==> config.mk <==
export PLATFORM = sky130hd
export DESIGN_NAME = fesc_ctrl
export DESIGN_NICKNAME = d
export VERILOG_FILES = /design/src/common/fesc_pkg.sv /design/src/rtl/fesc_ctrl.sv
export SDC_FILE = /design/constraint.sdc
export NUM_CORES = 1
export LEC_CHECK = 0
export BUFFER_PORTS_ARGS = -buffer_cell sky130_fd_sc_hd__buf_2
export CAP_MARGIN = 20
export CORE_MARGIN = 4
export CORE_UTILIZATION = 45
export CTS_CLUSTER_SIZE = 20
export DETAILED_ROUTE_END_ITERATION = 16
export PLACE_DENSITY = 0.71
export SKIP_CTS_REPAIR_TIMING = 1
export SLEW_MARGIN = 10
export SYNTH_ARGS = -nofsm -noshare
export SYNTH_HDL_FRONTEND = slang
export SYNTH_SLANG_ARGS = --single-unit
export TNS_END_PERCENT = 10
==> constraint.sdc <==
create_clock -name ref_clk -period 7.79 [get_ports ref_clk]
set_input_delay 0.779 -clock ref_clk [delete_from_list [all_inputs] [get_ports ref_clk]]
set_output_delay 0.779 -clock ref_clk [all_outputs]
set_load 0.005 [all_outputs]
==> src/common/fesc_pkg.sv <==
// Constants, types and command encodings for the flash erase/suspend host controller
// Contract
// - Sector erase is six writes: two unlocks, setup, two unlocks, erase at sector.
// - Host erases one sector per sequence and starts the next only after completion.
// - Bit 7 may turn valid before bits 0-6; host takes data from a later read.
// - After bit 5 high, host rechecks bit 6; still toggling means fail, write reset.
// - Host reads status twice in a row; a stable toggle bit means completion.
package fesc_pkg;

    localparam int ADDR_W        = 22;
    localparam int DATA_W        = 16;
    localparam int SEC_HI        = 20;
    localparam int SEC_LO        = 12;
    localparam int BIT_TOGGLE    = 6;
    localparam int BIT_TIMEOUT   = 5;
    localparam int BIT_SEC_TOG   = 2;
    localparam int SYNC_LAT      = 2;
    localparam int ERASE_STEPS   = 6;
    localparam int CNT_W         = 12;

    localparam logic [ADDR_W-1:0] UNLOCK1_ADDR = 22'h000555;
    localparam logic [ADDR_W-1:0] UNLOCK2_ADDR = 22'h0002aa;
    localparam logic [ADDR_W-1:0] ANY_ADDR     = 22'h000000;

    localparam logic [DATA_W-1:0] CMD_UNLOCK1     = 16'h00aa;
    localparam logic [DATA_W-1:0] CMD_UNLOCK2     = 16'h0055;
    localparam logic [DATA_W-1:0] CMD_ERASE_SETUP = 16'h0080;
    localparam logic [DATA_W-1:0] CMD_ERASE_CONF  = 16'h0030;
    localparam logic [DATA_W-1:0] CMD_SUSPEND     = 16'h00b0;
    localparam logic [DATA_W-1:0] CMD_RESUME      = 16'h0030;
    localparam logic [DATA_W-1:0] CMD_RESET       = 16'h00f0;

    localparam int CLK_PERIOD_NS = 20;
    localparam int T_SUSPEND_US  = 20;
    localparam int T_ACC_NS      = 90;
    localparam int T_WE_LOW_NS   = 60;
    localparam int SUSPEND_CYC   = (T_SUSPEND_US * 1000 + CLK_PERIOD_NS - 1) / CLK_PERIOD_NS;
    localparam int ACC_CYC       = (T_ACC_NS + CLK_PERIOD_NS - 1) / CLK_PERIOD_NS;
    localparam int WE_LOW_CYC    = (T_WE_LOW_NS + CLK_PERIOD_NS - 1) / CLK_PERIOD_NS;

    typedef enum logic [2:0] {
        OP_READ    = 3'h0,
        OP_ERASE   = 3'h1,
        OP_SUSPEND = 3'h2,
        OP_RESUME  = 3'h3,
        OP_RESET   = 3'h4
    } fesc_op_t;

    typedef enum logic [2:0] {
        ST_IDLE  = 3'h0,
        ST_WRITE = 3'h1,
        ST_READ  = 3'h2,
        ST_WAIT  = 3'h3,
        ST_EVAL  = 3'h4,
        ST_DONE  = 3'h5
    } fesc_state_t;

    typedef struct packed {
        fesc_op_t          op;
        logic [ADDR_W-1:0] addr;
    } fesc_cmd_t;

    typedef struct packed {
        logic [DATA_W-1:0] data;
        logic              err;
        logic              suspended;
    } fesc_rsp_t;

    typedef struct packed {
        logic [ADDR_W-1:0] addr;
        logic [DATA_W-1:0] data;
    } fesc_wr_t;

    typedef struct packed {
        logic [ADDR_W-1:0] addr;
        logic [DATA_W-1:0] dq_o;
        logic              dq_oe;
        logic              ce_n;
        logic              we_n;
        logic              oe_n;
    } fesc_pins_t;

endpackage

==> src/rtl/fesc_ctrl.sv <==
// Host-side controller for sector erase, suspend/resume and status polling of a NOR flash
`timescale 1ns/1ps
module fesc_ctrl
    import fesc_pkg::*;
#(
    parameter int WE_CYC   = WE_LOW_CYC,
    parameter int RD_CYC   = ACC_CYC,
    parameter int SUSP_CYC = SUSPEND_CYC
)
(
    input  wire logic              ref_clk,
    input  wire logic              rst,
    input  wire logic              cmd_valid,
    output logic                   cmd_ready,
    input  fesc_cmd_t              cmd,
    input  wire logic              suspend_req,
    output logic                   rsp_valid,
    output fesc_rsp_t              rsp,
    output logic                   busy,
    output logic                   suspended,
    output logic                   flash_ready,
    output fesc_pins_t             pins,
    input  wire logic [DATA_W-1:0] dq_i,
    input  wire logic              ready_busy_n
);

    if (WE_CYC < 1 || RD_CYC < 1 || SUSP_CYC < 1 || SUSP_CYC >= (1 << CNT_W) ||
        WE_CYC + 2 >= (1 << CNT_W) || RD_CYC + SYNC_LAT >= (1 << CNT_W))
    begin : g_chk
        $error("fesc_ctrl: timing parameter out of range");
    end

    localparam logic [CNT_W-1:0] WE_LAST  = CNT_W'(WE_CYC);
    localparam logic [CNT_W-1:0] WR_END   = CNT_W'(WE_CYC + 2);
    localparam logic [CNT_W-1:0] RD_END   = CNT_W'(RD_CYC + SYNC_LAT);
    localparam logic [CNT_W-1:0] WAIT_END = CNT_W'(SUSP_CYC - 1);
    localparam logic [CNT_W-1:0] CNT_ONE  = CNT_W'(1);

    // Keep only the bits that select a sector
    function automatic logic [ADDR_W-1:0] sector_of(input logic [ADDR_W-1:0] a);
        logic [ADDR_W-1:0] m;
        m = '0;
        m[SEC_HI:SEC_LO] = a[SEC_HI:SEC_LO];
        return m;
    endfunction

    function automatic logic [2:0] seq_len(input fesc_op_t op);
        return (op == OP_ERASE) ? 3'(ERASE_STEPS) : 3'h1;
    endfunction

    function automatic fesc_wr_t seq_wr(input fesc_op_t op, input logic [2:0] step,
                                        input logic [ADDR_W-1:0] sec);
        fesc_wr_t w;
        w = '{addr: ANY_ADDR, data: CMD_RESET};
        unique case (op)
            OP_ERASE:
            begin
                unique case (step)
                    3'h0:    w = '{addr: UNLOCK1_ADDR, data: CMD_UNLOCK1};
                    3'h1:    w = '{addr: UNLOCK2_ADDR, data: CMD_UNLOCK2};
                    3'h2:    w = '{addr: UNLOCK1_ADDR, data: CMD_ERASE_SETUP};
                    3'h3:    w = '{addr: UNLOCK1_ADDR, data: CMD_UNLOCK1};
                    3'h4:    w = '{addr: UNLOCK2_ADDR, data: CMD_UNLOCK2};
                    default: w = '{addr: sec, data: CMD_ERASE_CONF};
                endcase
            end
            OP_SUSPEND: w = '{addr: ANY_ADDR, data: CMD_SUSPEND};
            OP_RESUME:  w = '{addr: ANY_ADDR, data: CMD_RESUME};
            OP_RESET:   w = '{addr: ANY_ADDR, data: CMD_RESET};
            default:    w = '{addr: ANY_ADDR, data: CMD_RESET};
        endcase
        return w;
    endfunction

    fesc_state_t       state_q;
    fesc_op_t          op_q;
    logic [CNT_W-1:0]  cnt_q;
    logic [2:0]        step_q;
    logic [ADDR_W-1:0] addr_q;
    logic [ADDR_W-1:0] sec_q;
    logic              user_rd_q;
    logic              rd_idx_q;
    logic              recheck_q;
    logic              err_q;
    logic              susp_q;
    logic [DATA_W-1:0] first_q;
    logic [DATA_W-1:0] data_q;
    logic [DATA_W-1:0] dq_s1_q;
    logic [DATA_W-1:0] dq_s2_q;
    logic              rb_s1_q;
    logic              rb_s2_q;
    fesc_pins_t        pins_q;
    fesc_pins_t        pins_d;

    wire fesc_wr_t cur_wr    = seq_wr(op_q, step_q, sector_of(sec_q));
    wire           wr_end    = (state_q == ST_WRITE) && (cnt_q == WR_END);
    wire           rd_end    = (state_q == ST_READ) && (cnt_q == RD_END);
    wire           wait_end  = (state_q == ST_WAIT) && (cnt_q == WAIT_END);
    wire           last_step = (step_q == seq_len(op_q) - 3'h1);
    // Two reads in a row at the sector: a moving bit 6 means still running
    wire           toggled   = first_q[BIT_TOGGLE] ^ data_q[BIT_TOGGLE];
    wire           dq5_seen  = data_q[BIT_TIMEOUT] | first_q[BIT_TIMEOUT];
    // Bit 2 moves only inside a sector still selected for erasure
    wire           tog_sec   = first_q[BIT_SEC_TOG] ^ data_q[BIT_SEC_TOG];
    // A second erase waits for the suspended one to finish
    wire           erase_blk = susp_q && (cmd.op == OP_ERASE);
    wire           accept    = cmd_valid && cmd_ready;
    wire           in_wr     = (state_q == ST_WRITE);
    wire           in_rd     = (state_q == ST_READ);

    assign cmd_ready   = (state_q == ST_IDLE) && !erase_blk;
    assign rsp_valid   = (state_q == ST_DONE);
    assign rsp         = '{data: data_q, err: err_q, suspended: susp_q};
    assign busy        = (state_q != ST_IDLE);
    assign suspended   = susp_q;
    assign flash_ready = rb_s2_q;
    assign pins        = pins_q;

    // Data is held one cycle past the rising write strobe
    assign pins_d = '{addr:  in_rd ? (user_rd_q ? addr_q : sec_q) : cur_wr.addr,
                      dq_o:  cur_wr.data,
                      dq_oe: in_wr && (cnt_q < WR_END),
                      ce_n:  !((in_wr && cnt_q <= WE_LAST) || (in_rd && cnt_q < RD_END)),
                      we_n:  !(in_wr && cnt_q >= CNT_ONE && cnt_q <= WE_LAST),
                      oe_n:  !(in_rd && cnt_q < RD_END)};

    always_ff @(posedge ref_clk or posedge rst)
    begin
        if (rst)
        begin
            dq_s1_q <= '0;
            dq_s2_q <= '0;
            rb_s1_q <= 1'b1;
            rb_s2_q <= 1'b1;
            pins_q  <= '{addr: '0, dq_o: '0, dq_oe: 1'b0, ce_n: 1'b1, we_n: 1'b1, oe_n: 1'b1};
        end
        else
        begin
            dq_s1_q <= dq_i;
            dq_s2_q <= dq_s1_q;
            rb_s1_q <= ready_busy_n;
            rb_s2_q <= rb_s1_q;
            pins_q  <= pins_d;
        end
    end

    always_ff @(posedge ref_clk or posedge rst)
    begin
        if (rst)
        begin
            state_q   <= ST_IDLE;
            op_q      <= OP_READ;
            cnt_q     <= '0;
            step_q    <= '0;
            addr_q    <= '0;
            sec_q     <= '0;
            user_rd_q <= 1'b0;
            rd_idx_q  <= 1'b0;
            recheck_q <= 1'b0;
            err_q     <= 1'b0;
            susp_q    <= 1'b0;
            first_q   <= '0;
            data_q    <= '0;
        end
        else
        begin
            cnt_q <= cnt_q + CNT_ONE;
            unique case (state_q)
                ST_IDLE:
                begin
                    cnt_q <= '0;
                    if (accept)
                    begin
                        op_q      <= cmd.op;
                        step_q    <= '0;
                        err_q     <= 1'b0;
                        recheck_q <= 1'b0;
                        addr_q    <= cmd.addr;
                        user_rd_q <= (cmd.op == OP_READ);
                        rd_idx_q  <= 1'b0;
                        if (cmd.op == OP_ERASE)
                            sec_q <= cmd.addr;
                        state_q <= (cmd.op == OP_READ) ? ST_READ : ST_WRITE;
                    end
                end
                ST_WRITE:
                begin
                    if (wr_end)
                    begin
                        cnt_q  <= '0;
                        step_q <= step_q + 3'h1;
                        if (last_step)
                        begin
                            recheck_q <= 1'b0;
                            rd_idx_q  <= 1'b0;
                            user_rd_q <= 1'b0;
                            unique case (op_q)
                                OP_SUSPEND: state_q <= ST_WAIT;
                                OP_RESET:
                                begin
                                    susp_q  <= 1'b0;
                                    state_q <= ST_DONE;
                                end
                                default:    state_q <= ST_READ;
                            endcase
                        end
                    end
                end
                ST_WAIT:
                begin
                    if (wait_end)
                    begin
                        cnt_q   <= '0;
                        state_q <= ST_READ;
                    end
                end
                ST_READ:
                begin
                    if (rd_end)
                    begin
                        cnt_q <= '0;
                        if (user_rd_q)
                        begin
                            data_q  <= dq_s2_q;
                            state_q <= ST_DONE;
                        end
                        else if (!rd_idx_q)
                        begin
                            first_q  <= dq_s2_q;
                            rd_idx_q <= 1'b1;
                        end
                        else
                        begin
                            data_q  <= dq_s2_q;
                            state_q <= ST_EVAL;
                        end
                    end
                end
                ST_EVAL:
                begin
                    cnt_q    <= '0;
                    rd_idx_q <= 1'b0;
                    state_q  <= ST_READ;
                    if (!toggled)
                    begin
                        // Suspended only if bit 2 still moves; an idle or finished erase reads array data
                        susp_q  <= (op_q == OP_SUSPEND) && tog_sec;
                        state_q <= ST_DONE;
                    end
                    else if (op_q == OP_SUSPEND)
                        state_q <= ST_READ;
                    else if (recheck_q)
                    begin
                        err_q   <= 1'b1;
                        op_q    <= OP_RESET;
                        step_q  <= '0;
                        state_q <= ST_WRITE;
                    end
                    else if (dq5_seen)
                        recheck_q <= 1'b1;
                    else if (suspend_req)
                    begin
                        op_q    <= OP_SUSPEND;
                        step_q  <= '0;
                        state_q <= ST_WRITE;
                    end
                end
                ST_DONE:
                begin
                    // The second polled word is returned as response data; after a finished erase it is array data
                    cnt_q   <= '0;
                    state_q <= ST_IDLE;
                end
                default: state_q <= ST_IDLE;
            endcase
        end
    end

endmodule // fesc_ctrl

==> results.json <==
{
  "final.min_clock_period_ns": 2.61,
  "floorplan.die_area_um2": 16100,
  "postSynthCellCount": 472,
  "worstMarginPinSlew_ns": 1.08,
  "detail_route.drc_violations": 0,
  "most_common_cell_after_layout_fill_and_taps_aside": "dfrtp_1",
  "timing.critical_path.required_ns": 8.09,
  "cts_root_buf": "clkbuf_16",
  "tritoncts.num_buffers": 17,
  "place.port_buffers": 102,
  "finalWorstSetupSlack_ns": 5.18,
  "drt-vias-per-instance": 5.15,
  "max_cap_viol_count": 0,
  "register_bit_total_from_synthesis": 155,
  "global_placement_routability_congestion": 0.892,
  "grt_use_total_pct": 16.6,
  "io_pins": 111,
  "fin_worst_skew_ns": 0.00927,
  "route.detailed.wl_per_inst_um": 16.4,
  "most_used_cells_in_the_layout_excluding_fill_and_tap_cells": "dfrtp_1 (150), buf_2 (102), mux2_2 (55), nor2_1 (34)",
  "final_clock_period_utilization_by_the_worst_path_pct": 33.5,
  "ys_seq_area_share_pct": 61.1,
  "worst_ep_arrival_time_ns": 2.91,
  "antenna_found_initial": 0,
  "grt_pass1_vias": 4238,
  "routed_wl_um": 12600,
  "p_leak_nw": 3.65,
  "grt_setup_unrepaired": "no",
  "report.final.hold_viol_count": 0,
  "wire_length_of_the_first_global_routing_pass_um": 21100,
  "core_region_area_um2": 13900,
  "worstHoldPathType": "register to register",
  "postSynth.topFlopCell": "dfrtp_1",
  "final-instance-count-excl-fill": 770,
  "hold_start": "dq_s1_q[7]$_DFF_PP0_",
  "finalCoreUtilization_pct": 54.5,
  "area_delta_synth_final_pct": 19.0,
  "worst_slew_margin_rel_pct": 27.1,
  "start_util_pct": 45.8,
  "clock_pin_slew_worst_setup_and_hold_paths_ns": 0.06,
  "syn-mean-instance-area_um2": 13.5,
  "worstSetupStartpoint": "state_q[2]$_DFFE_PP0P_",
  "ctsHtreeMaxLevel": 4,
  "largest_net_degree_at_the_start_of_global_routing": 104,
  "timing.hold.ws_ns": 0.347,
  "run_status": "finished, final reports clean",
  "placed_cells_incl_taps": 738,
  "fp.dieH_um": 127,
  "clock.fmax_mhz": 383,
  "drt_iter0_drc": 242,
  "tritoncts": "yes",
  "drtAntennaViolNets": 0,
  "seq_area_um2": 3880,
  "chipWidth_um": 127,
  "synth_edf_count": 0,
  "cp-start-kind": "register",
  "synth_warnings": 0,
  "largest_driver_fanout_on_the_critical_path": 25,
  "critical_path.endpoint_type": "register",
  "detail_route.first_pass.iterations": 5,
  "timing.final.setup_violations": 0,
  "pre_cts_ws_ns": 4.94,
  "r2r_start": "state_q[2]$_DFFE_PP0P_",
  "fillers": 1172,
  "timing.setup.critical_path_class": "register to register",
  "num-nets-final": 631,
  "post_route_cells_drive_above_1_share_pct": 37.6,
  "numClockSinks": 155,
  "drv_slew": 0,
  "finalSetupTns_ns": 0,
  "vias": 3964,
  "insertion_delay_ns": 0.42,
  "multi_input_comb_area_um2": 2270,
  "distinct_cell_type_count_of_the_synthesized_netlist": 61,
  "num_rows": 43,
  "clock_path_buffers": 2,
  "insertedDiodeCount": 0,
  "syn_std_cell_area_um2": 6360,
  "globalRouteOverflowTotal": 0,
  "detailed_place_hpwl_um": 8670,
  "share_of_synthesized_flip_flops_with_an_asynchronous_set_or_reset_pct": 100,
  "ir_worst_vdd_mv": 0.185,
  "power.density_nw_per_um2": 366
}
sequential cells by signal (all words and copies together), names as in the netlist:
register,flops
addr_q,22
rd_idx_q,1
user_rd_q,1
state_q,3
pins,32
suspended,1
err_q,1
dq_s2_q,16
step_q,3
data_q,16
recheck_q,1
cnt_q,12
dq_s1_q,16
sec_q,22
first_q,3
op_q,3
rb_s1_q,1
flash_ready,1
Yosys cell counts (2+ instances only):
| master | n | area [um^2] |
|---|---|---|
| nand4_1 | 2 | 12.5 |
| a31oi_1 | 3 | 18.8 |
| mux2_4 | 10 | 150 |
| buf_6 | 2 | 22.5 |
| xnor2_1 | 6 | 52.6 |
| xor2_1 | 8 | 70.1 |
| mux2_2 | 55 | 619 |
| clkbuf_1 | 2 | 7.51 |
| o2111ai_1 | 2 | 17.5 |
| nor4_1 | 2 | 12.5 |
| and3_1 | 3 | 18.8 |
| o22ai_1 | 2 | 12.5 |
| mux2i_1 | 20 | 200 |
| buf_4 | 13 | 97.6 |
| dfrtp_1 | 150 | 3750 |
| or3b_1 | 2 | 17.5 |
| a21oi_1 | 14 | 70.1 |
| o32ai_1 | 3 | 26.3 |
| inv_1 | 14 | 52.6 |
| o21bai_1 | 2 | 15.0 |
| nor4_4 | 2 | 42.5 |
| dfstp_2 | 5 | 131 |
| nor3_1 | 5 | 25.0 |
| nand2b_1 | 2 | 12.5 |
| a22o_1 | 10 | 87.6 |
| nand2_1 | 20 | 75.1 |
| nor2b_1 | 3 | 18.8 |
| ha_1 | 8 | 100 |
| nand3_2 | 2 | 20.0 |
| or2_2 | 3 | 18.8 |
| buf_2 | 7 | 35.0 |
| nand3_1 | 9 | 45.0 |
| nor2_1 | 34 | 128 |
| nor3b_1 | 2 | 15.0 |
| o21ai_0 | 13 | 65.1 |
| and2_1 | 7 | 43.8 |
worst paths after layout:
| kind | depth (start not counted) | to | slack [ns] |
|---|---|---|---|
| worst min-delay path | 0 | dq_s2_q[7]$_DFF_PP0_ | 0.35 |
| worst max register to register | 6 | sec_q[11]$_DFFE_PP0P_ | 5.18 |
| worst max-delay path | 6 | sec_q[11]$_DFFE_PP0P_ | 5.18 |
| min in group asynchronous | 2 | data_q[13]$_DFFE_PP0P_ | 0.57 |
| max in group asynchronous | 3 | data_q[8]$_DFFE_PP0P_ | 6.04 |
| worst min register to register | 0 | dq_s2_q[7]$_DFF_PP0_ | 0.35 |
cells by family after synthesis:
logic type	Yosys count	synth area share (%)
XOR/XNOR	14	1.93
flip-flops	155	61.1
AND/OR/NAND/NOR	108	9.50
adder cells (fa/ha/maj)	8	1.57
multiplexers	86	15.4
other	1	0.0590
AO/OA/AOI/OAI	59	6.83
buffers and inverters	41	3.58
routing by layer:
| layer | GRT usage (%) | up-vias | share of wire, % |
|---|---|---|---|
| met5 | 0 | - | 0 |
| met2 | 27.1 | 111 | 50 |
| met4 | 7.19 | 0 | 1.9 |
| li1 | - | 1841 | - |
| met3 | 4.04 | 24 | 4.8 |
| met1 | 21.0 | 1988 | 43 |
final cells by class:
| class | count | area share [%] |
|---|---|---|
| flip-flops and latches | 155 | 51.3 |
| multi-input cells | 283 | 30.0 |
| repair buffers | 105 | 7.04 |
| clock buffers | 23 | 6.32 |
| well taps | 180 | 2.98 |
| clock inverters | 9 | 1.47 |
| inverters | 15 | 0.810 |
power breakdown:
group | switching (mW) | internal, mW
Sequential | 0.167 | 1.05
Combinational | 0.377 | 0.362
Clock | 0.315 | 0.499
Total | 0.860 | 1.91
worst max-delay path, cell delays in order (launching register included):
cell,delay [ns]
dfrtp_1,0.56
nor3_2,0.25
inv_1,0.13
nor2_2,0.12
buf_4,0.34
nand3_2,0.59
mux2_2,0.50
per-stage QoR:
step	cell area, um^2	power, mW
after floorplan	6380	1.72
after global placement	6980	1.93
after detailed placement	6980	1.96
after CTS	7570	2.79
after global routing	7570	2.93
final	7570	2.77
(Power assumes the default switching activity.)
